===== config.mk =====
export PLATFORM = sky130hd
export DESIGN_NAME = pbc_top
export DESIGN_NICKNAME = d
export VERILOG_FILES = /design/src/rtl/unused_placeholder_none.sv /design/src/rtl/pbc_pkg.sv /design/src/rtl/pbc_top.sv
export SDC_FILE = /design/constraint.sdc
export NUM_CORES = 1
export LEC_CHECK = 0
export BUFFER_PORTS_ARGS = -buffer_cell sky130_fd_sc_hd__buf_4
export CAP_MARGIN = 10
export CORE_MARGIN = 1.5
export CORE_UTILIZATION = 46
export CTS_CLUSTER_DIAMETER = 100
export DETAILED_ROUTE_END_ITERATION = 7
export PLACE_DENSITY = 0.77
export SLEW_MARGIN = 20
export SYNTH_ARGS = -nofsm -noshare
export SYNTH_HDL_FRONTEND = slang
export SYNTH_SLANG_ARGS = --single-unit
export TNS_END_PERCENT = 5

===== constraint.sdc =====
create_clock -name hclk -period 2.6 [get_ports hclk]
set_clock_uncertainty 0.05 [all_clocks]
set_input_delay 0.26 -clock hclk [delete_from_list [all_inputs] [get_ports hclk]]
set_output_delay 0.26 -clock hclk [all_outputs]
set_load 0.05 [all_outputs]

===== src/rtl/unused_placeholder_none.sv =====
// Purpose: Reserved; the clock control logic lives entirely in pbc_top.
// Assumes: Nothing.
// Notes:   Holds no module, so nothing here is elaborated.


===== src/rtl/pbc_pkg.sv =====
// Purpose: Shared constants and types of the PLL bandwidth and base clock select block.
// Assumes: One AHB-Lite slave, 32-bit data, three word registers.
// Notes:   Field positions, offsets and the programming reset value live here; control reset values are set in pbc_top.
package pbc_pkg;

   // ************************************************************
   // Register map
   // ************************************************************
   localparam logic [7:0] ADDR_CONTROL   = 8'h00;
   localparam logic [7:0] ADDR_BANDWIDTH = 8'h04;
   localparam logic [7:0] ADDR_PROGRAM   = 8'h08;

   // Control register fields.
   localparam int CTL_IE_BIT   = 7;
   localparam int CTL_FLAG_BIT = 6;
   localparam int CTL_EN_BIT   = 5;
   localparam int CTL_BCS_BIT  = 4;
   localparam logic [3:0] CTL_UNUSED_READ = 4'hf;

   // Bandwidth register fields.
   localparam int BW_AUTO_BIT  = 7;
   localparam int BW_LOCK_BIT  = 6;
   localparam int BW_TRACK_BIT = 5;

   // Programming register fields.
   localparam int PRG_MUL_LSB   = 4;
   localparam int PRG_RANGE_LSB = 0;
   localparam logic [7:0] PRG_RESET = 8'h11;

   // ************************************************************
   // Lock detector and base clock switch timing
   // ************************************************************
   localparam int WIN_REF_EDGES = 32;
   localparam int LOCK_TOL      = 1;
   localparam int UNLOCK_TOL    = 2;
   localparam int TRK_TOL       = 2;
   localparam int UNT_TOL       = 4;
   localparam logic [1:0] SWITCH_EDGES = 2'h3;

   // ************************************************************
   // Types
   // ************************************************************
   typedef struct packed {
      logic ie;
      logic flag;
      logic en;
      logic base_clock_select;
   } pbc_ctrl_type;

   typedef struct packed {
      logic       auto_bw;
      logic       track_man;
      logic [3:0] mul;
      logic [3:0] range;
   } pbc_cfg_type;

   typedef enum logic [0:0] {
      SW_RUN  = 1'b0,
      SW_WAIT = 1'b1
   } pbc_sw_state_type;

endpackage


===== src/rtl/pbc_top.sv =====
// Purpose: Control logic of a PLL clock generator: bandwidth modes, lock detection,
//          programming decode and glitch-free base clock selection.
// Assumes: crystal_clock and vco_clock are slower than hclk and are sampled as levels.
// Notes:   Registers are reached over AHB-Lite; reads take one wait state.
// Operation
// - Automatic mode: lock detector switches filter acquisition/tracking by itself.
// - Automatic mode: tracking bit read-only, set within track, cleared past untrack.
// - Automatic mode: lock bit read-only, set within lock, cleared past unlock tolerance.
// - Automatic mode: each lock toggle raises interrupt request when enabled.
// - Manual mode: tracking bit is writable and drives the filter mode directly.
// - Manual mode: lock indicator disabled, no interrupts issued.
// - Programming register: multiplier in upper four bits, range in lower four.
// - Multiplier zero behaves as one.
// - Range zero disables the PLL and forces the crystal clock.
// - Source change waits three crystal and three VCO edges (VCO edges waived while the PLL is off), output held.
// - Selected source divided by two for a balanced base clock.
// - VCO selection refused while PLL enable is clear.
// - PLL enable cannot be cleared while the VCO is selected.
// - One write cannot both change PLL enable and change the selection.
// - Feedback divider divides VCO clock by multiplier before comparison.
// - Tracking bit reads zero in acquisition, one in tracking.
// - A read of the control register clears the lock change flag unless a lock toggle sets it in the same cycle.
//
// The AHB-Lite register port and the register addresses were chosen for this implementation.
`timescale 1ns/1ns
module pbc_top #(
   parameter int WIN       = pbc_pkg::WIN_REF_EDGES,
   parameter int LOCK_T    = pbc_pkg::LOCK_TOL,
   parameter int UNLOCK_T  = pbc_pkg::UNLOCK_TOL,
   parameter int TRK_T     = pbc_pkg::TRK_TOL,
   parameter int UNT_T     = pbc_pkg::UNT_TOL
) (
   // Clock and reset
   input  wire logic        hclk,
   input  wire logic        hresetn,
   // AHB-Lite slave
   input  wire logic        hsel,
   input  wire logic [31:0] haddr,
   input  wire logic [1:0]  htrans,
   input  wire logic        hwrite,
   input  wire logic [2:0]  hsize,
   input  wire logic        hready,
   input  wire logic [31:0] hwdata,
   output logic      [31:0] hrdata,
   output logic             hreadyout,
   output logic             hresp,
   // Clock sources from the analog side
   input  wire logic        crystal_clock,
   input  wire logic        vco_clock,
   // Controls toward the analog side
   output logic             pll_power_on,
   output logic             loop_filter_track,
   output logic      [3:0]  vco_range,
   output logic      [3:0]  feedback_multiplier,
   // Clock and event outputs
   output logic             base_clock_out,
   output logic             lock_irq
);

   // ************************************************************
   // Input synchronisers
   // ************************************************************
   logic [2:0] xs_q, xs_d;
   logic [2:0] vs_q, vs_d;
   logic       x_rise, v_rise;

   always_comb begin
      xs_d = {xs_q[1:0], crystal_clock};
      vs_d = {vs_q[1:0], vco_clock};
   end

   always_ff @(posedge hclk or negedge hresetn) begin
      if (!hresetn) begin
         xs_q <= 3'h0;
         vs_q <= 3'h0;
      end else begin
         xs_q <= xs_d;
         vs_q <= vs_d;
      end
   end

   assign x_rise = xs_q[1] & ~xs_q[2];
   assign v_rise = vs_q[1] & ~vs_q[2];

   // ************************************************************
   // Bus slave
   // ************************************************************
   logic       wr_pend_q, wr_pend_d;
   logic       rd_pend_q, rd_pend_d;
   logic [7:0] addr_q, addr_d;
   logic [7:0] rdata_q, rdata_d;
   logic       accept;
   logic       wr_ctl, wr_bw, wr_prg, rd_ctl;
   logic [7:0] wd;
   logic [7:0] rd_mux;

   pbc_pkg::pbc_ctrl_type ctl_q, ctl_d;
   pbc_pkg::pbc_cfg_type  cfg_q, cfg_d;
   logic                  lock_q, lock_d;
   logic                  trk_q, trk_d;

   // Reads stall one cycle because the read data is registered from rd_mux before it drives hrdata.
   assign hreadyout = ~rd_pend_q;
   assign hresp     = 1'b0;
   assign hrdata    = {24'h000000, rdata_q};
   assign accept    = hsel & htrans[1] & hready;
   assign wd        = hwdata[7:0];
   assign wr_ctl    = wr_pend_q & (addr_q == pbc_pkg::ADDR_CONTROL);
   assign wr_bw     = wr_pend_q & (addr_q == pbc_pkg::ADDR_BANDWIDTH);
   assign wr_prg    = wr_pend_q & (addr_q == pbc_pkg::ADDR_PROGRAM);
   assign rd_ctl    = rd_pend_q & (addr_q == pbc_pkg::ADDR_CONTROL);

   always_comb begin
      rd_mux = 8'h00;
      case (addr_q)
         pbc_pkg::ADDR_CONTROL: begin
            rd_mux[pbc_pkg::CTL_IE_BIT]   = ctl_q.ie & cfg_q.auto_bw;
            rd_mux[pbc_pkg::CTL_FLAG_BIT] = ctl_q.flag & cfg_q.auto_bw;
            rd_mux[pbc_pkg::CTL_EN_BIT]   = ctl_q.en;
            rd_mux[pbc_pkg::CTL_BCS_BIT]  = ctl_q.base_clock_select;
            rd_mux[3:0]                   = pbc_pkg::CTL_UNUSED_READ;
         end
         pbc_pkg::ADDR_BANDWIDTH: begin
            rd_mux[pbc_pkg::BW_AUTO_BIT]  = cfg_q.auto_bw;
            rd_mux[pbc_pkg::BW_LOCK_BIT]  = lock_q & cfg_q.auto_bw;
            rd_mux[pbc_pkg::BW_TRACK_BIT] = loop_filter_track;
         end
         pbc_pkg::ADDR_PROGRAM: begin
            rd_mux = {cfg_q.mul, cfg_q.range};
         end
         default: begin
            rd_mux = 8'h00;
         end
      endcase
   end

   always_comb begin
      wr_pend_d = accept & hwrite;
      rd_pend_d = accept & ~hwrite;
      addr_d    = accept ? haddr[7:0] : addr_q;
      rdata_d   = rd_pend_q ? rd_mux : rdata_q;
   end

   always_ff @(posedge hclk or negedge hresetn) begin
      if (!hresetn) begin
         wr_pend_q <= 1'b0;
         rd_pend_q <= 1'b0;
         addr_q    <= 8'h00;
         rdata_q   <= 8'h00;
      end else begin
         wr_pend_q <= wr_pend_d;
         rd_pend_q <= rd_pend_d;
         addr_q    <= addr_d;
         rdata_q   <= rdata_d;
      end
   end

   // ************************************************************
   // Control and configuration registers
   // ************************************************************
   logic range_ok;
   logic lock_toggle;

   assign range_ok    = (cfg_q.range != 4'h0);
   assign lock_toggle = lock_d ^ lock_q;

   always_comb begin
      ctl_d = ctl_q;
      cfg_d = cfg_q;
      if (wr_ctl) begin
         if (cfg_q.auto_bw) begin
            ctl_d.ie = wd[pbc_pkg::CTL_IE_BIT];
         end
         // Enable looks at the old selection and selection compares old and new enable, so one write never moves both.
         ctl_d.en  = wd[pbc_pkg::CTL_EN_BIT] | ctl_q.base_clock_select;
         ctl_d.base_clock_select = wd[pbc_pkg::CTL_BCS_BIT] & ctl_q.en & ctl_q.en == ctl_d.en
                     & range_ok;
      end
      if (rd_ctl) begin
         ctl_d.flag = 1'b0;
      end
      if (cfg_q.auto_bw && lock_toggle) begin
         ctl_d.flag = 1'b1;
      end
      if (!range_ok) begin
         ctl_d.base_clock_select = 1'b0;
      end
      if (wr_bw) begin
         cfg_d.auto_bw = wd[pbc_pkg::BW_AUTO_BIT];
         if (!cfg_q.auto_bw) begin
            cfg_d.track_man = wd[pbc_pkg::BW_TRACK_BIT];
         end
      end
      if (wr_prg) begin
         cfg_d.mul   = wd[pbc_pkg::PRG_MUL_LSB +: 4];
         cfg_d.range = wd[pbc_pkg::PRG_RANGE_LSB +: 4];
      end
   end

   always_ff @(posedge hclk or negedge hresetn) begin
      if (!hresetn) begin
         ctl_q <= '{ie: 1'b0, flag: 1'b0, en: 1'b1, base_clock_select: 1'b0};
         cfg_q <= '{auto_bw: 1'b0, track_man: 1'b0,
                    mul: pbc_pkg::PRG_RESET[7:4], range: pbc_pkg::PRG_RESET[3:0]};
      end else begin
         ctl_q <= ctl_d;
         cfg_q <= cfg_d;
      end
   end

   assign pll_power_on        = ctl_q.en & range_ok;
   assign vco_range           = cfg_q.range;
   assign feedback_multiplier = (cfg_q.mul == 4'h0) ? 4'h1 : cfg_q.mul;
   assign loop_filter_track   = cfg_q.auto_bw ? trk_q : cfg_q.track_man;
   assign lock_irq            = ctl_q.flag & ctl_q.ie & cfg_q.auto_bw;

   // ************************************************************
   // Feedback divider and lock detector
   // ************************************************************
   logic [3:0] fb_cnt_q, fb_cnt_d;
   logic       fb_pulse;
   logic [7:0] win_q, win_d;
   logic [7:0] fbw_q, fbw_d;
   logic [7:0] diff;
   logic       win_end;
   logic       det_on;

   assign det_on   = pll_power_on & cfg_q.auto_bw;
   assign fb_pulse = v_rise & (fb_cnt_q == feedback_multiplier - 4'h1);
   assign win_end  = x_rise & (win_q == 8'(WIN - 1));
   assign diff     = (fbw_q > 8'(WIN)) ? fbw_q - 8'(WIN) : 8'(WIN) - fbw_q;

   always_comb begin
      fb_cnt_d = fb_cnt_q;
      win_d    = win_q;
      fbw_d    = fbw_q;
      lock_d   = lock_q;
      trk_d    = trk_q;
      if (v_rise) begin
         fb_cnt_d = fb_pulse ? 4'h0 : fb_cnt_q + 4'h1;
      end
      if (fb_pulse) begin
         fbw_d = fbw_q + 8'h01;
      end
      if (x_rise) begin
         win_d = win_end ? 8'h00 : win_q + 8'h01;
      end
      if (win_end) begin
         fbw_d = 8'h00;
         // Hysteresis: set and clear thresholds differ.
         if (diff <= 8'(LOCK_T)) begin
            lock_d = 1'b1;
         end else if (diff > 8'(UNLOCK_T)) begin
            lock_d = 1'b0;
         end
         if (diff <= 8'(TRK_T)) begin
            trk_d = 1'b1;
         end else if (diff > 8'(UNT_T)) begin
            trk_d = 1'b0;
         end
      end
      if (!det_on) begin
         fb_cnt_d = 4'h0;
         win_d    = 8'h00;
         fbw_d    = 8'h00;
         lock_d   = 1'b0;
         trk_d    = 1'b0;
      end
   end

   always_ff @(posedge hclk or negedge hresetn) begin
      if (!hresetn) begin
         fb_cnt_q <= 4'h0;
         win_q    <= 8'h00;
         fbw_q    <= 8'h00;
         lock_q   <= 1'b0;
         trk_q    <= 1'b0;
      end else begin
         fb_cnt_q <= fb_cnt_d;
         win_q    <= win_d;
         fbw_q    <= fbw_d;
         lock_q   <= lock_d;
         trk_q    <= trk_d;
      end
   end

   // ************************************************************
   // Base clock transition control and divider
   // ************************************************************
   pbc_pkg::pbc_sw_state_type sw_q, sw_d;
   logic       src_vco_q, src_vco_d;
   logic [1:0] xcnt_q, xcnt_d;
   logic [1:0] vcnt_q, vcnt_d;
   logic       div_q, div_d;
   logic       want_vco;
   logic       src_rise;
   logic       vco_done;

   assign want_vco = ctl_q.base_clock_select & range_ok;
   assign src_rise = src_vco_q ? v_rise : x_rise;
   // A stopped VCO cannot supply edges, so its count is waived while it is off.
   assign vco_done = (vcnt_q == pbc_pkg::SWITCH_EDGES) | ~pll_power_on;

   always_comb begin
      sw_d      = sw_q;
      src_vco_d = src_vco_q;
      xcnt_d    = xcnt_q;
      vcnt_d    = vcnt_q;
      div_d     = div_q;
      case (sw_q)
         pbc_pkg::SW_RUN: begin
            if (src_rise) begin
               div_d = ~div_q;
            end
            if (want_vco != src_vco_q) begin
               sw_d   = pbc_pkg::SW_WAIT;
               xcnt_d = 2'h0;
               vcnt_d = 2'h0;
            end
         end
         pbc_pkg::SW_WAIT: begin
            // Output holds its level here, so no partial half period escapes.
            if (x_rise && xcnt_q != pbc_pkg::SWITCH_EDGES) begin
               xcnt_d = xcnt_q + 2'h1;
            end
            if (v_rise && vcnt_q != pbc_pkg::SWITCH_EDGES) begin
               vcnt_d = vcnt_q + 2'h1;
            end
            if (xcnt_q == pbc_pkg::SWITCH_EDGES && vco_done) begin
               src_vco_d = want_vco;
               sw_d      = pbc_pkg::SW_RUN;
            end
         end
         default: begin
            sw_d = pbc_pkg::SW_RUN;
         end
      endcase
   end

   always_ff @(posedge hclk or negedge hresetn) begin
      if (!hresetn) begin
         sw_q      <= pbc_pkg::SW_RUN;
         src_vco_q <= 1'b0;
         xcnt_q    <= 2'h0;
         vcnt_q    <= 2'h0;
         div_q     <= 1'b0;
      end else begin
         sw_q      <= sw_d;
         src_vco_q <= src_vco_d;
         xcnt_q    <= xcnt_d;
         vcnt_q    <= vcnt_d;
         div_q     <= div_d;
      end
   end

   assign base_clock_out = div_q;

endmodule // pbc_top


* Word-level counts from Yosys, hierarchy flattened
Index checks and enable logic that the tools add are counted.
** Storage, ports and cells
- Flip-flop bits (word level) :: 67
- Bits of input ports :: 76
** Cells by class
- Add/subtract/negate cells :: 8
- $lt $le $gt $ge :: 5
- Equal/unequal tests :: 19
- Multiplexer cells :: 35
- Bitwise operators :: 34
- Reductions and logical operators :: 15
** Operators with widths (count)
- 8-bit 2-to-1 mux :: 7
- 1-bit AND :: 23
- 8-bit by 1-bit adder with 8-bit output, second input constant :: 2
- 1-bit 2-to-1 mux :: 16
- 4-bit 2-to-1 mux :: 4
- 2-bit inequality test, second input constant :: 7
- 2-bit AND reduction :: 7
- 5-bit case mux with 2 select lines :: 1
- 3-bit case mux with 3 select lines :: 1
- 8-bit by 3-bit == test with 1-bit output, second input constant :: 1
- 8-bit by 4-bit == test with 1-bit output, second input constant :: 1
- 8-bit by 5-bit == test with 1-bit output, second input constant :: 1
- 8-bit by 2-bit > comparator with 1-bit output, second input constant :: 1
- 8-bit by 3-bit > comparator with 1-bit output, second input constant :: 1
- 8-bit by 6-bit > comparator with 1-bit output, second input constant :: 1
- 8-bit by 1-bit less-or-equal comparator with 1-bit output, second input constant :: 1
- 8-bit by 2-bit less-or-equal comparator with 1-bit output, second input constant :: 1
- 8-bit zero test :: 1
- 1-bit inverter :: 8
- 2-bit case mux with 2 select lines :: 2
- 6-bit by 8-bit subtractor with 8-bit output, first input constant :: 1
- 8-bit by 6-bit subtractor with 8-bit output, second input constant :: 1
- 2-bit 2-to-1 mux :: 3
- 2-bit by 1-bit adder with 2-bit output, second input constant :: 2
- other kinds (16) :: 22

* Logic depth before layout (Yosys ltp)
Gate-level depths: netlist of the first run.
- Word-level depth :: 10
- Mapped depth :: 12
- Gate-level depth less buffers :: 10

* Least setup slack after synthesis of the first run
OpenSTA, ideal clock, no wires.
- Path kind :: register to register
- Start point :: register cfg_q[6] (netlist bit)
- End point :: register fbw_q[4]
- Library setup time :: 0.132 ns
- Data arrival time :: 2.543 ns
- Required time :: 2.418 ns
- Slack :: -0.125 ns
- Stages on the path, launching flop included :: 13
- Period minus slack after synthesis :: 2.725 ns
- Cell sequence :: dfrtp_1 clkbuf_1 nor3_1 or2_2 inv_1 ha_1 xor2_1 o2111ai_1 a221oi_1 buf_2 nand4_1 xnor2_1 nor2_1
** Between the ends
- Word-level cells in the longest chain between the ends :: 6
** RTL lines
- start, declared :: line pbc_top.sv:98 : pbc_pkg::pbc_cfg_type cfg_q, cfg_d;
- start signal, assigned :: line pbc_top.sv:203 : cfg_q <= '{auto_bw: 1'b0, track_man: 1'b0,
- start signal, assigned :: line pbc_top.sv:207 : cfg_q <= cfg_d;
- 4-bit zero test :: line pbc_top.sv:213 : assign feedback_multiplier = (cfg_q.mul == 4'h0) ? 4'h1 : cfg_q.mul;
- 4-bit 2-to-1 mux :: line pbc_top.sv:213
- via feedback_multiplier[0] :: line pbc_top.sv:54 : output logic [3:0] feedback_multiplier,
- 4-bit by 1-bit subtractor with 4-bit output :: line pbc_top.sv:229 : assign fb_pulse = v_rise & (fb_cnt_q == feedback_multiplier - 4'h1);
- 4-bit == test :: line pbc_top.sv:229
- 1-bit AND :: line pbc_top.sv:229
- 3-bit inequality test (no source line)
- end signal, assigned :: line pbc_top.sv:281 : fbw_q <= fbw_d;
- end, declared :: line pbc_top.sv:223 : logic [7:0] fbw_q, fbw_d;
The timed path passes the listed nets, and every way through them passes these cells.
A chain may end at the register's enable or synchronous reset.

* Worst setup path after layout of the first run
- Start point :: register fbw_q[1]
- End point :: register ctl_q[2] (netlist bit)
** Between the ends
- Word-level cells in the longest chain between the ends :: 10
** RTL lines
- 6-bit by 8-bit subtractor with 8-bit output, or another cell as far along :: line pbc_top.sv:231 : assign diff = (fbw_q > 8'(WIN)) ? fbw_q - 8'(WIN) : 8'(WIN) - fbw_q;
- 8-bit 2-to-1 mux * :: line pbc_top.sv:231
- 8-bit by 2-bit > comparator with 1-bit output :: line pbc_top.sv:253 : end else if (diff > 8'(UNLOCK_T)) begin
- 1-bit 2-to-1 mux :: line pbc_top.sv:253
- 1-bit 2-to-1 mux * :: line pbc_top.sv:251 : if (diff <= 8'(LOCK_T)) begin
- 1-bit 2-to-1 mux * :: line pbc_top.sv:248 : if (win_end) begin
- 1-bit 2-to-1 mux * :: line pbc_top.sv:262 : if (!det_on) begin
- 1-bit XOR * :: line pbc_top.sv:165 : assign lock_toggle = lock_d ^ lock_q;
- 1-bit logical AND * :: line pbc_top.sv:182 : if (cfg_q.auto_bw && lock_toggle) begin
- 1-bit 2-to-1 mux / 2-bit nonzero test (equally long branches)
- end signal, assigned :: line pbc_top.sv:202 : ctl_q <= '{ie: 1'b0, flag: 1'b0, en: 1'b1, base_clock_select: 1'b0};
- end signal, assigned :: line pbc_top.sv:206 : ctl_q <= ctl_d;
- end, declared :: line pbc_top.sv:97 : pbc_pkg::pbc_ctrl_type ctl_q, ctl_d;
Every way passes the cells marked *; elsewhere a longest branch is shown, timed or not.

==> results.sh, run 1 <==
export IMPL_synth_area_sq_um=3700
export IMPL_reg2reg_depth=8
export IMPL_grt_ovfl_total=0
export IMPL_post_place_ws_ns=0.113
export IMPL_synth_flop_cell="dfrtp_1"
export IMPL_cts_made_buffers=9
export IMPL_synthArstFlopShare_pct=100
export IMPL_avgViaCountPerCell=5.17
export IMPL_reg2reg_slack_ns=0.11
export IMPL_mostFrequentLayoutCells="dfrtp_1 (64), buf_4 (56), nor2_1 (38)"
export IMPL_ir_drop_uv=383
export IMPL_cts_root_buf="clkbuf_8"
export IMPL_dieArea_sq_um=8590
export IMPL_io_pins=122
export IMPL_die_h_microns=92.7
export IMPL_path_class="flip-flop to flip-flop"
export IMPL_post_cts_setup_buffers=0
export IMPL_io_buffer_count=44
export IMPL_worstMarginPinSlew_ns=0.815
export IMPL_syn_inst=369
export IMPL_synth_avg_cell_area_sq_um=10.0
export IMPL_postPlaceCellArea_sq_um=4030
export IMPL_arrival_ns=2.70
export IMPL_finalCritPeriodShare_pct=95.6
export IMPL_routed_wl_met3_microns=251
export IMPL_crit_start="fbw_q[1]$_DFFE_PN0P_"
export IMPL_dpl_hpwl_microns=4930
export IMPL_totalPowerFinal_mw=2.33
export IMPL_drt_pass1_iterations=4
export IMPL_final_area_sq_um=4260
export IMPL_die_w_microns=92.7
export IMPL_maxSlewHeadroom_pct=45.7
export IMPL_worstSetupEndpoint="ctl_q[2]$_DFFE_PN0P_"
export IMPL_fp_row_count=32
export IMPL_worstPathMaxFanout=4
export IMPL_period_needed_ns=2.49
export IMPL_diodes=0
export IMPL_start_kind="flip-flop"
export IMPL_hp_class="input port to flip-flop"
export IMPL_hold_depth=2
export IMPL_r2r_end="ctl_q[2]$_DFFE_PN0P_"
export IMPL_grt_pass1_wl_microns=11800
export IMPL_dr_total_vias=2712
export IMPL_ant_nets=0
export IMPL_htree_levels=3
export IMPL_grt_use_total_pct=17.3
export IMPL_setup_viol=0
export IMPL_power_leakage_nw=1.97
export IMPL_wl_met2_microns=3380
export IMPL_drive_gt1_share_pct=27.0
export IMPL_setup_slack_ns=0.115
export IMPL_routedWlPerCell_microns=13.2
export IMPL_grt_pass1_vias=2662
export IMPL_core_sq_um=7770
export IMPL_cts_sinks=67
export IMPL_clkTransAtPathRegs_ns=0.07
export IMPL_initial_utilization_pct=47.6
export IMPL_antenna_found_initial=0
export IMPL_yosysSeqAreaShare_pct=45.4
export IMPL_fmax_mhz=402
export IMPL_area_delta_synth_final_pct=15.0
export IMPL_status="complete, no violations"
export IMPL_layout_commonest_cell="dfrtp_1"
export IMPL_clkLatencyLatePin_ns=0.35
export IMPL_cts_tree="done"
export IMPL_drv_slew=0
export IMPL_routed_wl_microns=6930
export IMPL_power_density_nw_per_um2=548
export IMPL_hold_viol_final=0
export IMPL_highest_layer="met4"
export IMPL_synth_edf_count=0
export IMPL_final_util_pct=54.8
export IMPL_final_nets=506
export IMPL_cts_buffer_depth=2
export IMPL_drt_met1_wl_microns=3160
export IMPL_yosys_warnings=0
export IMPL_gp_congestion=0.838
export IMPL_maxCapViolCount=0
export IMPL_drc=0
export IMPL_ys_seq_elements=67
export IMPL_ys_types=59
export IMPL_cp_end_kind="flip-flop"
export IMPL_required_ns=2.82
export IMPL_grt_max_degree=68
export IMPL_drtIter0Drc=146
export IMPL_worst_hold_slack_ns=0.0185
export IMPL_r2r_start="fbw_q[1]$_DFFE_PN0P_"
## through the flow
step | TNS, ns | instances
floorplan | 0 | 393
global placement | 0 | 506
detailed placement | 0 | 506
CTS | 0 | 525
global route | -0.0748 | 525
finish | 0 | 525
## kinds of logic (layout without fill, tap and decap cells)
family / after synthesis / count (layout) / synth area share, %
AO/OA/AOI/OAI: 64 / 64 / 12.1
buffers and inverters: 59 / 89 / 9.81
multiplexers: 24 / 24 / 7.20
other: 1 / 25 / 0.101
flip-flops: 67 / 67 / 45.4
adder cells (fa/ha/maj): 12 / 12 / 4.06
AND/OR/NAND/NOR: 121 / 121 / 16.3
XOR/XNOR: 21 / 21 / 4.97
## report_power, final
| part | switching (mW) | internal (mW) |
|---|---|---|
| registers | 0.0465 | 1.10 |
| logic | 0.283 | 0.129 |
| clock network | 0.407 | 0.367 |
| total | 0.736 | 1.59 |
## per-layer routing
layer  vias to the layer above  track usage (%)
met3                        14             2.71
met2                        70             28.9
met4                         0             7.95
met1                      1304             22.0
met5                         -                0
li1                       1324                -
## how the worst min path moves through the flow
| stage | start | end | slack [ns] |
|---|---|---|---|
| 2_1_floorplan | hresetn | addr_q[0]$_DFFE_PN0P_ | -0.09 |
| 3_3_place_gp | xs_q[0]$_DFF_PN0_ | xs_q[1]$_DFF_PN0_ | 0.28 |
| 3_5_place_dp | xs_q[0]$_DFF_PN0_ | xs_q[1]$_DFF_PN0_ | 0.29 |
| 4_1_cts | hwrite | rd_pend_q$_DFF_PN0_ | 0.003 |
| 5_1_grt | hwrite | rd_pend_q$_DFF_PN0_ | 0.01 |
| 6_report | hwrite | rd_pend_q$_DFF_PN0_ | 0.02 |
## synth_stat cells (2+ instances only)
master,instances,area share [%]
a21oi_1,13,1.8
a31oi_1,4,0.68
and3_1,7,1.2
buf_4,29,5.9
buf_6,4,1.2
clkbuf_1,10,1.0
dfrtp_1,64,43
dfstp_2,3,2.1
ha_1,12,4.1
inv_1,14,1.4
mux2_2,21,6.4
mux2i_1,3,0.81
nand2_1,30,3.0
nand2b_1,3,0.51
nand3_1,5,0.68
nand3b_1,3,0.61
nand4_1,9,1.5
nor2_1,38,3.9
nor2b_1,2,0.34
nor3_1,8,1.1
nor4_1,3,0.51
o211ai_1,3,0.61
o21a_1,2,0.41
o21ai_0,19,2.6
o22ai_1,2,0.34
o2bb2ai_1,4,0.95
o31ai_1,2,0.41
or2_2,2,0.34
xnor2_1,8,1.9
xor2_1,13,3.1
## critical path, stage by stage, from the launching register on
cell and delay (ns):
dfrtp_1 0.39, inv_2 0.08, ha_4 0.15, or4b_4 0.50, a2111oi_4 0.32, xor2_1 0.12
nor4_2 0.41, a41oi_2 0.17, a211oi_2 0.20
## flip-flops by register name, indices dropped and copies added, names as in the netlist
register / count
addr_q: 8
fbw_q: 8
rdata_q: 8
win_q: 8
cfg_q: 6
ctl_q: 4
fb_cnt_q: 4
vco_range: 4
vs_q: 3
xs_q: 3
vcnt_q: 2
xcnt_q: 2
base_clock_out: 1
lock_q: 1
rd_pend_q: 1
src_vco_q: 1
sw_q: 1
trk_q: 1
wr_pend_q: 1
## cell type report
type	instances	area [sq um]
multi-input combinational	267	1770
tap	102	128
fill	698	3510
timing repair buffer	59	450
clock buffer	11	141
clock inverter	5	30.0
sequential	67	1680
inverter	14	52.6
## repair_timing
action	in CTS	in global routing
endpoints found under the setup margin	0	2
resized for setup	0	5
hold buffers	3	0
hold endpoints to repair	66	0
Note: power is estimated with default switching activity, not from simulation.
==> run 2: changes to the inputs <==
CORE_UTILIZATION = 50   (was 46)
PLACE_DENSITY = 0.79   (was 0.77)
clock period = 3.2 ns   (was 2.6 ns; I/O delays follow)
==> run 2 against run 1 <==
Design area decreased by 2.6%. Power fell by 16%. First-iteration DRC count is 8.2% higher. Worst hold slack gained 0.0014 ns. Critical endpoint unchanged. Critical path depth unchanged. Die area is 7.7% lower. Fmax decreased by 7.9%.
==> results.sh, run 2 (synthesis results as in run 1) <==
export IMPL_drc=0
export IMPL_io_pins=122
export IMPL_cp_end_kind="flip-flop"
export IMPL_register_area_sq_um=1680
export IMPL_finalCritPeriodShare_pct=84.3
export IMPL_grt_pass1_vias=2470
export IMPL_die_h_microns=89.0
export IMPL_final_area_sq_um=4140
export IMPL_grt_max_degree=68
export IMPL_slowest_delay_ns=0.52
export IMPL_die_w_microns=89.0
export IMPL_routed_wl_met3_microns=285
export IMPL_cts_buffer_depth=2
export IMPL_highest_layer="met4"
export IMPL_routedWlPerCell_microns=13.4
export IMPL_dpl_hpwl_microns=4890
export IMPL_required_ns=3.41
export IMPL_fmax_mhz=371
export IMPL_cts_root_buf="clkbuf_8"
export IMPL_diodes=0
export IMPL_grt_pass1_wl_microns=11100
export IMPL_post_cts_setup_buffers=0
export IMPL_drt_pass1_iterations=4
export IMPL_htree_levels=3
export IMPL_area_delta_synth_final_pct=12.0
export IMPL_maxSlewHeadroom_pct=44.4
export IMPL_grt_use_total_pct=18.5
export IMPL_cts_tree="done"
export IMPL_postPlaceCellArea_sq_um=3950
export IMPL_dieArea_sq_um=7920
export IMPL_postCtsHoldBufs=0
export IMPL_gp_congestion=0.862
export IMPL_crit_chain="inv_1 -> ha_1 -> or4b_4 -> a2111oi_4 -> xor2_1 -> nor4_2 -> a41oi_1 -> a211oi_2"
export IMPL_cts_made_buffers=9
export IMPL_fill_cells=621
export IMPL_antenna_found_initial=0
export IMPL_tns_ns=0
export IMPL_avgViaCountPerCell=5.25
export IMPL_drive_gt1_share_pct=24.1
export IMPL_rsz0062_at_grt="false"
export IMPL_ir_drop_uv=299
export IMPL_start_kind="flip-flop"
export IMPL_cp_top_family="simple AND/OR/NAND/NOR gates"
export IMPL_cts_sinks=67
export IMPL_worstMarginPinSlew_ns=0.834
export IMPL_multi_input_area_sq_um=1750
export IMPL_status="complete, no violations"
export IMPL_path_depth=8
export IMPL_io_buffer_count=44
export IMPL_mostFrequentLayoutCells="dfrtp_1 (64), buf_4 (46), nor2_1 (38)"
export IMPL_drtIter0Drc=158
export IMPL_cpMaxStageDelayCell="or4b_4"
export IMPL_layout_commonest_cell="dfrtp_1"
export IMPL_maxCapViolCount=0
export IMPL_arrival_ns=2.91
export IMPL_dr_total_vias=2672
export IMPL_hold_viol_final=0
export IMPL_grt_ovfl_total=0
export IMPL_setup_viol=0
export IMPL_reg2reg_depth=8
export IMPL_core_sq_um=7210
export IMPL_worstPathMaxFanout=8
export IMPL_ant_nets=0
export IMPL_initial_utilization_pct=51.3
export IMPL_routed_wl_microns=6800
export IMPL_path_class="flip-flop to flip-flop"
export IMPL_ctsResizeCount=0
export IMPL_clkLatencyLatePin_ns=0.34
export IMPL_power_leakage_nw=1.92
export IMPL_fp_row_count=31
export IMPL_final_nets=493
export IMPL_period_needed_ns=2.70
export IMPL_drt_met1_wl_microns=3040
export IMPL_hp_class="input port to async pin"
export IMPL_power_density_nw_per_um2=470
export IMPL_wl_met2_microns=3290
export IMPL_drv_slew=0
export IMPL_cp_num_buf_inv=1
export IMPL_clkTransAtPathRegs_ns=0.07
[run 2: where the power goes]
part | internal [mW] | switching [mW]
logic | 0.0982 | 0.225
clock network | 0.377 | 0.314
registers | 0.892 | 0.0406
total | 1.37 | 0.579
[run 2: worst paths after layout]
kind / startpoint / to / slack [ns]
setup reg to reg: fbw_q[0]$_DFFE_PN0P_ / ctl_q[2]$_DFFE_PN0P_ / 0.50
min in group hclk: crystal_clock / xs_q[0]$_DFF_PN0_ / 0.03
hold / removal: hresetn / vcnt_q[1]$_DFFE_PN0P_ / 0.02
hold reg to reg: xs_q[0]$_DFF_PN0_ / xs_q[1]$_DFF_PN0_ / 0.30
max in group asynchronous: hresetn / ctl_q[0]$_DFFE_PN0P_ / 2.52
setup / recovery: fbw_q[0]$_DFFE_PN0P_ / ctl_q[2]$_DFFE_PN0P_ / 0.50
[run 2: worst register-to-register path: cells and delay by family, from the launching register on]
| family | cells | cell delay, ns |
|---|---|---|
| compound gates | 3 | 0.77 |
| xor+xnor | 1 | 0.11 |
| fa+ha+maj | 1 | 0.23 |
| buf+inv | 1 | 0.20 |
| flops | 1 | 0.47 |
| simple gates | 2 | 0.77 |
[run 2: cell type report]
type	count	area share (%)
flip-flops and latches	67	40.6
clock buffers	11	3.41
multi-input cells	267	42.2
inverters	14	1.27
repair buffers	46	8.34
clock inverters	5	1.27
well taps	99	2.99
[run 2: per-layer routing]
| metal | global-route usage (%) | vias to the layer above |
|---|---|---|
| met5 | 0 | - |
| met3 | 4.71 | 17 |
| met4 | 8.95 | 0 |
| met1 | 24.1 | 1280 |
| li1 | - | 1304 |
| met2 | 29.1 | 71 |
[run 2: stage by stage]
step	setup WS (ns)	util (%)	hold slack [ns]	cells	power, mW
after CTS	0.491	57.4	0.0208	509	1.96
after detailed placement	0.521	54.7	0.285	493	1.27
after global routing	0.283	57.4	0.0194	509	2.03
after global placement	0.540	54.7	0.284	493	1.26
final	0.502	57.4	0.0199	509	1.95
after floorplan	0.475	-	-0.0256	393	1.20
==> run 3: changes to the inputs <==
clock period = 2.7 ns   (was 3.2 ns; I/O delays follow)
==> run 3 against run 2 <==
The flow now finishes with violations (negative hold slack). Global-route usage increased by 1.5 points. Fmax increased by 6.0%. Largest power group unchanged. Final cell count increased by 2.6%. Power increased by 29%.
==> results.sh, run 3 (synthesis results as in run 1) <==
export IMPL_status="finished, violations left"
export IMPL_violations="negative hold slack"
export IMPL_hold_viol_final=26
export IMPL_path_class="flip-flop to flip-flop"
export IMPL_ir_drop_uv=549
export IMPL_required_ns=2.91
export IMPL_power_density_nw_per_um2=583
export IMPL_dieArea_sq_um=7920
export IMPL_final_nets=506
export IMPL_dr_total_vias=2805
export IMPL_core_sq_um=7210
export IMPL_cts_root_buf="clkbuf_8"
export IMPL_io_buffer_count=44
export IMPL_antenna_found_initial=0
export IMPL_final_cells=522
export IMPL_cts_tree="done"
export IMPL_routed_wl_microns=7310
export IMPL_cp_num_buf_inv=2
export IMPL_grt_pass1_wl_microns=12200
export IMPL_worstMarginPinSlew_ns=0.848
export IMPL_drt_pass1_iterations=4
export IMPL_tns_ns=0
export IMPL_grt_pass1_vias=2679
export IMPL_fp_row_count=31
export IMPL_fmax_mhz=393
export IMPL_power_leakage_nw=2.01
export IMPL_grt_ovfl_total=0
export IMPL_io_pins=122
export IMPL_cp_top_family="simple AND/OR/NAND/NOR gates"
export IMPL_hp_class="input port to async pin"
export IMPL_cts_sinks=67
export IMPL_postPlaceCellArea_sq_um=4030
export IMPL_crit_chain="inv_2 -> ha_4 -> or4b_4 -> a2111oi_4 -> xor2_1 -> nor4_2 -> buf_4 -> a41oi_2 -> a211oi_2"
export IMPL_setup_viol=0
export IMPL_slowest_delay_ns=0.51
export IMPL_clkTransAtPathRegs_ns=0.08
export IMPL_clkLatencyLatePin_ns=0.35
export IMPL_grt_max_degree=68
export IMPL_initial_utilization_pct=51.3
export IMPL_grt_use_total_pct=20.0
export IMPL_ant_nets=0
export IMPL_cp_end_kind="flip-flop"
export IMPL_drv_slew=0
export IMPL_arrival_ns=2.75
export IMPL_rsz0062_at_grt="false"
export IMPL_maxSlewHeadroom_pct=43.5
export IMPL_htree_levels=3
export IMPL_drtIter0Drc=163
export IMPL_cts_buffer_depth=2
export IMPL_gp_congestion=0.826
export IMPL_drive_gt1_share_pct=27.0
export IMPL_final_util_pct=59.9
export IMPL_area_delta_synth_final_pct=16.7
export IMPL_avgViaCountPerCell=5.37
export IMPL_layout_commonest_cell="dfrtp_1"
export IMPL_worstPathMaxFanout=5
export IMPL_start_kind="flip-flop"
export IMPL_period_needed_ns=2.54
export IMPL_diodes=0
export IMPL_die_h_microns=89.0
export IMPL_cpMaxStageDelayCell="or4b_4"
export IMPL_placedCellCount=503
export IMPL_finalCritPeriodShare_pct=94.2
export IMPL_maxCapViolCount=0
export IMPL_drc=0
export IMPL_worst_hold_slack_ns=-0.0294
export IMPL_mostFrequentLayoutCells="dfrtp_1 (64), buf_4 (57), nor2_1 (38)"
export IMPL_routedWlPerCell_microns=14.0
export IMPL_cts_made_buffers=9
export IMPL_die_w_microns=89.0
export IMPL_totalPowerFinal_mw=2.52
export IMPL_final_area_sq_um=4320
export IMPL_dpl_hpwl_microns=5080
-- run 3: cell count changes in the layout (fill, tap and decap cells not counted), sizes merged --
cell and change:
inv +1, bufinv +2, dlygate4sd3 +2, buf +11, clkbuf -1, clkinv -1
clkinvlp -1
-- run 3: metrics by stage --
stage          hold WS (ns)  setup slack (ns)
2_1_floorplan       -0.0756            0.0810
3_3_place_gp          0.285             0.178
3_5_place_dp          0.285             0.138
4_1_cts             0.00617           0.00147
5_1_grt              0.0149            0.0384
6_report            -0.0294             0.156
-- run 3: worst paths after layout --
check	start	end	slack, ns	depth (start not counted)
max	fbw_q[1]$_DFFE_PN0P_	ctl_q[2]$_DFFE_PN0P_	0.16	9
min	hresetn	base_clock_out$_DFFE_PN0P_	-0.03	1
max reg2reg	fbw_q[1]$_DFFE_PN0P_	ctl_q[2]$_DFFE_PN0P_	0.16	9
min reg2reg	vs_q[0]$_DFF_PN0_	vs_q[1]$_DFF_PN0_	0.30	0
max in group asynchronous	hresetn	addr_q[5]$_DFFE_PN0P_	2.06	1
min in group hclk	hwrite	rd_pend_q$_DFF_PN0_	0.03	2
-- run 3: final cells by class --
type                    count  area, sq um
clock inverters             6          113
repair buffers             59          448
flip-flops and latches     67         1680
inverters                  14         52.6
multi-input cells         267         1770
clock buffers              10          128
well taps                  99          124
fillers                   612         2900
-- run 3: report_power, final --
group | internal [mW] | total, mW | switching, mW | leakage (nW)
clock | 0.617 | 1.01 | 0.397 | 0.121
combinational | 0.126 | 0.401 | 0.275 | 1.01
sequential | 1.06 | 1.10 | 0.0443 | 0.880
-- run 3: metal layers --
layer	share of wire [%]	track usage, %
met1	43	25.3
met2	51	33.6
met5	0	0
met3	4.0	3.60
met4	2.0	9.37
-- run 3: what timing repair did --
| action | in CTS | in global routing |
|---|---|---|
| hold endpoints to repair | 2 | 0 |
| hold buffers | 2 | 0 |
| pin swaps | 1 | 1 |
| resized for setup | 2 | 2 |
| setup buffers | 1 | 0 |
| setup endpoints to repair | 1 | 3 |
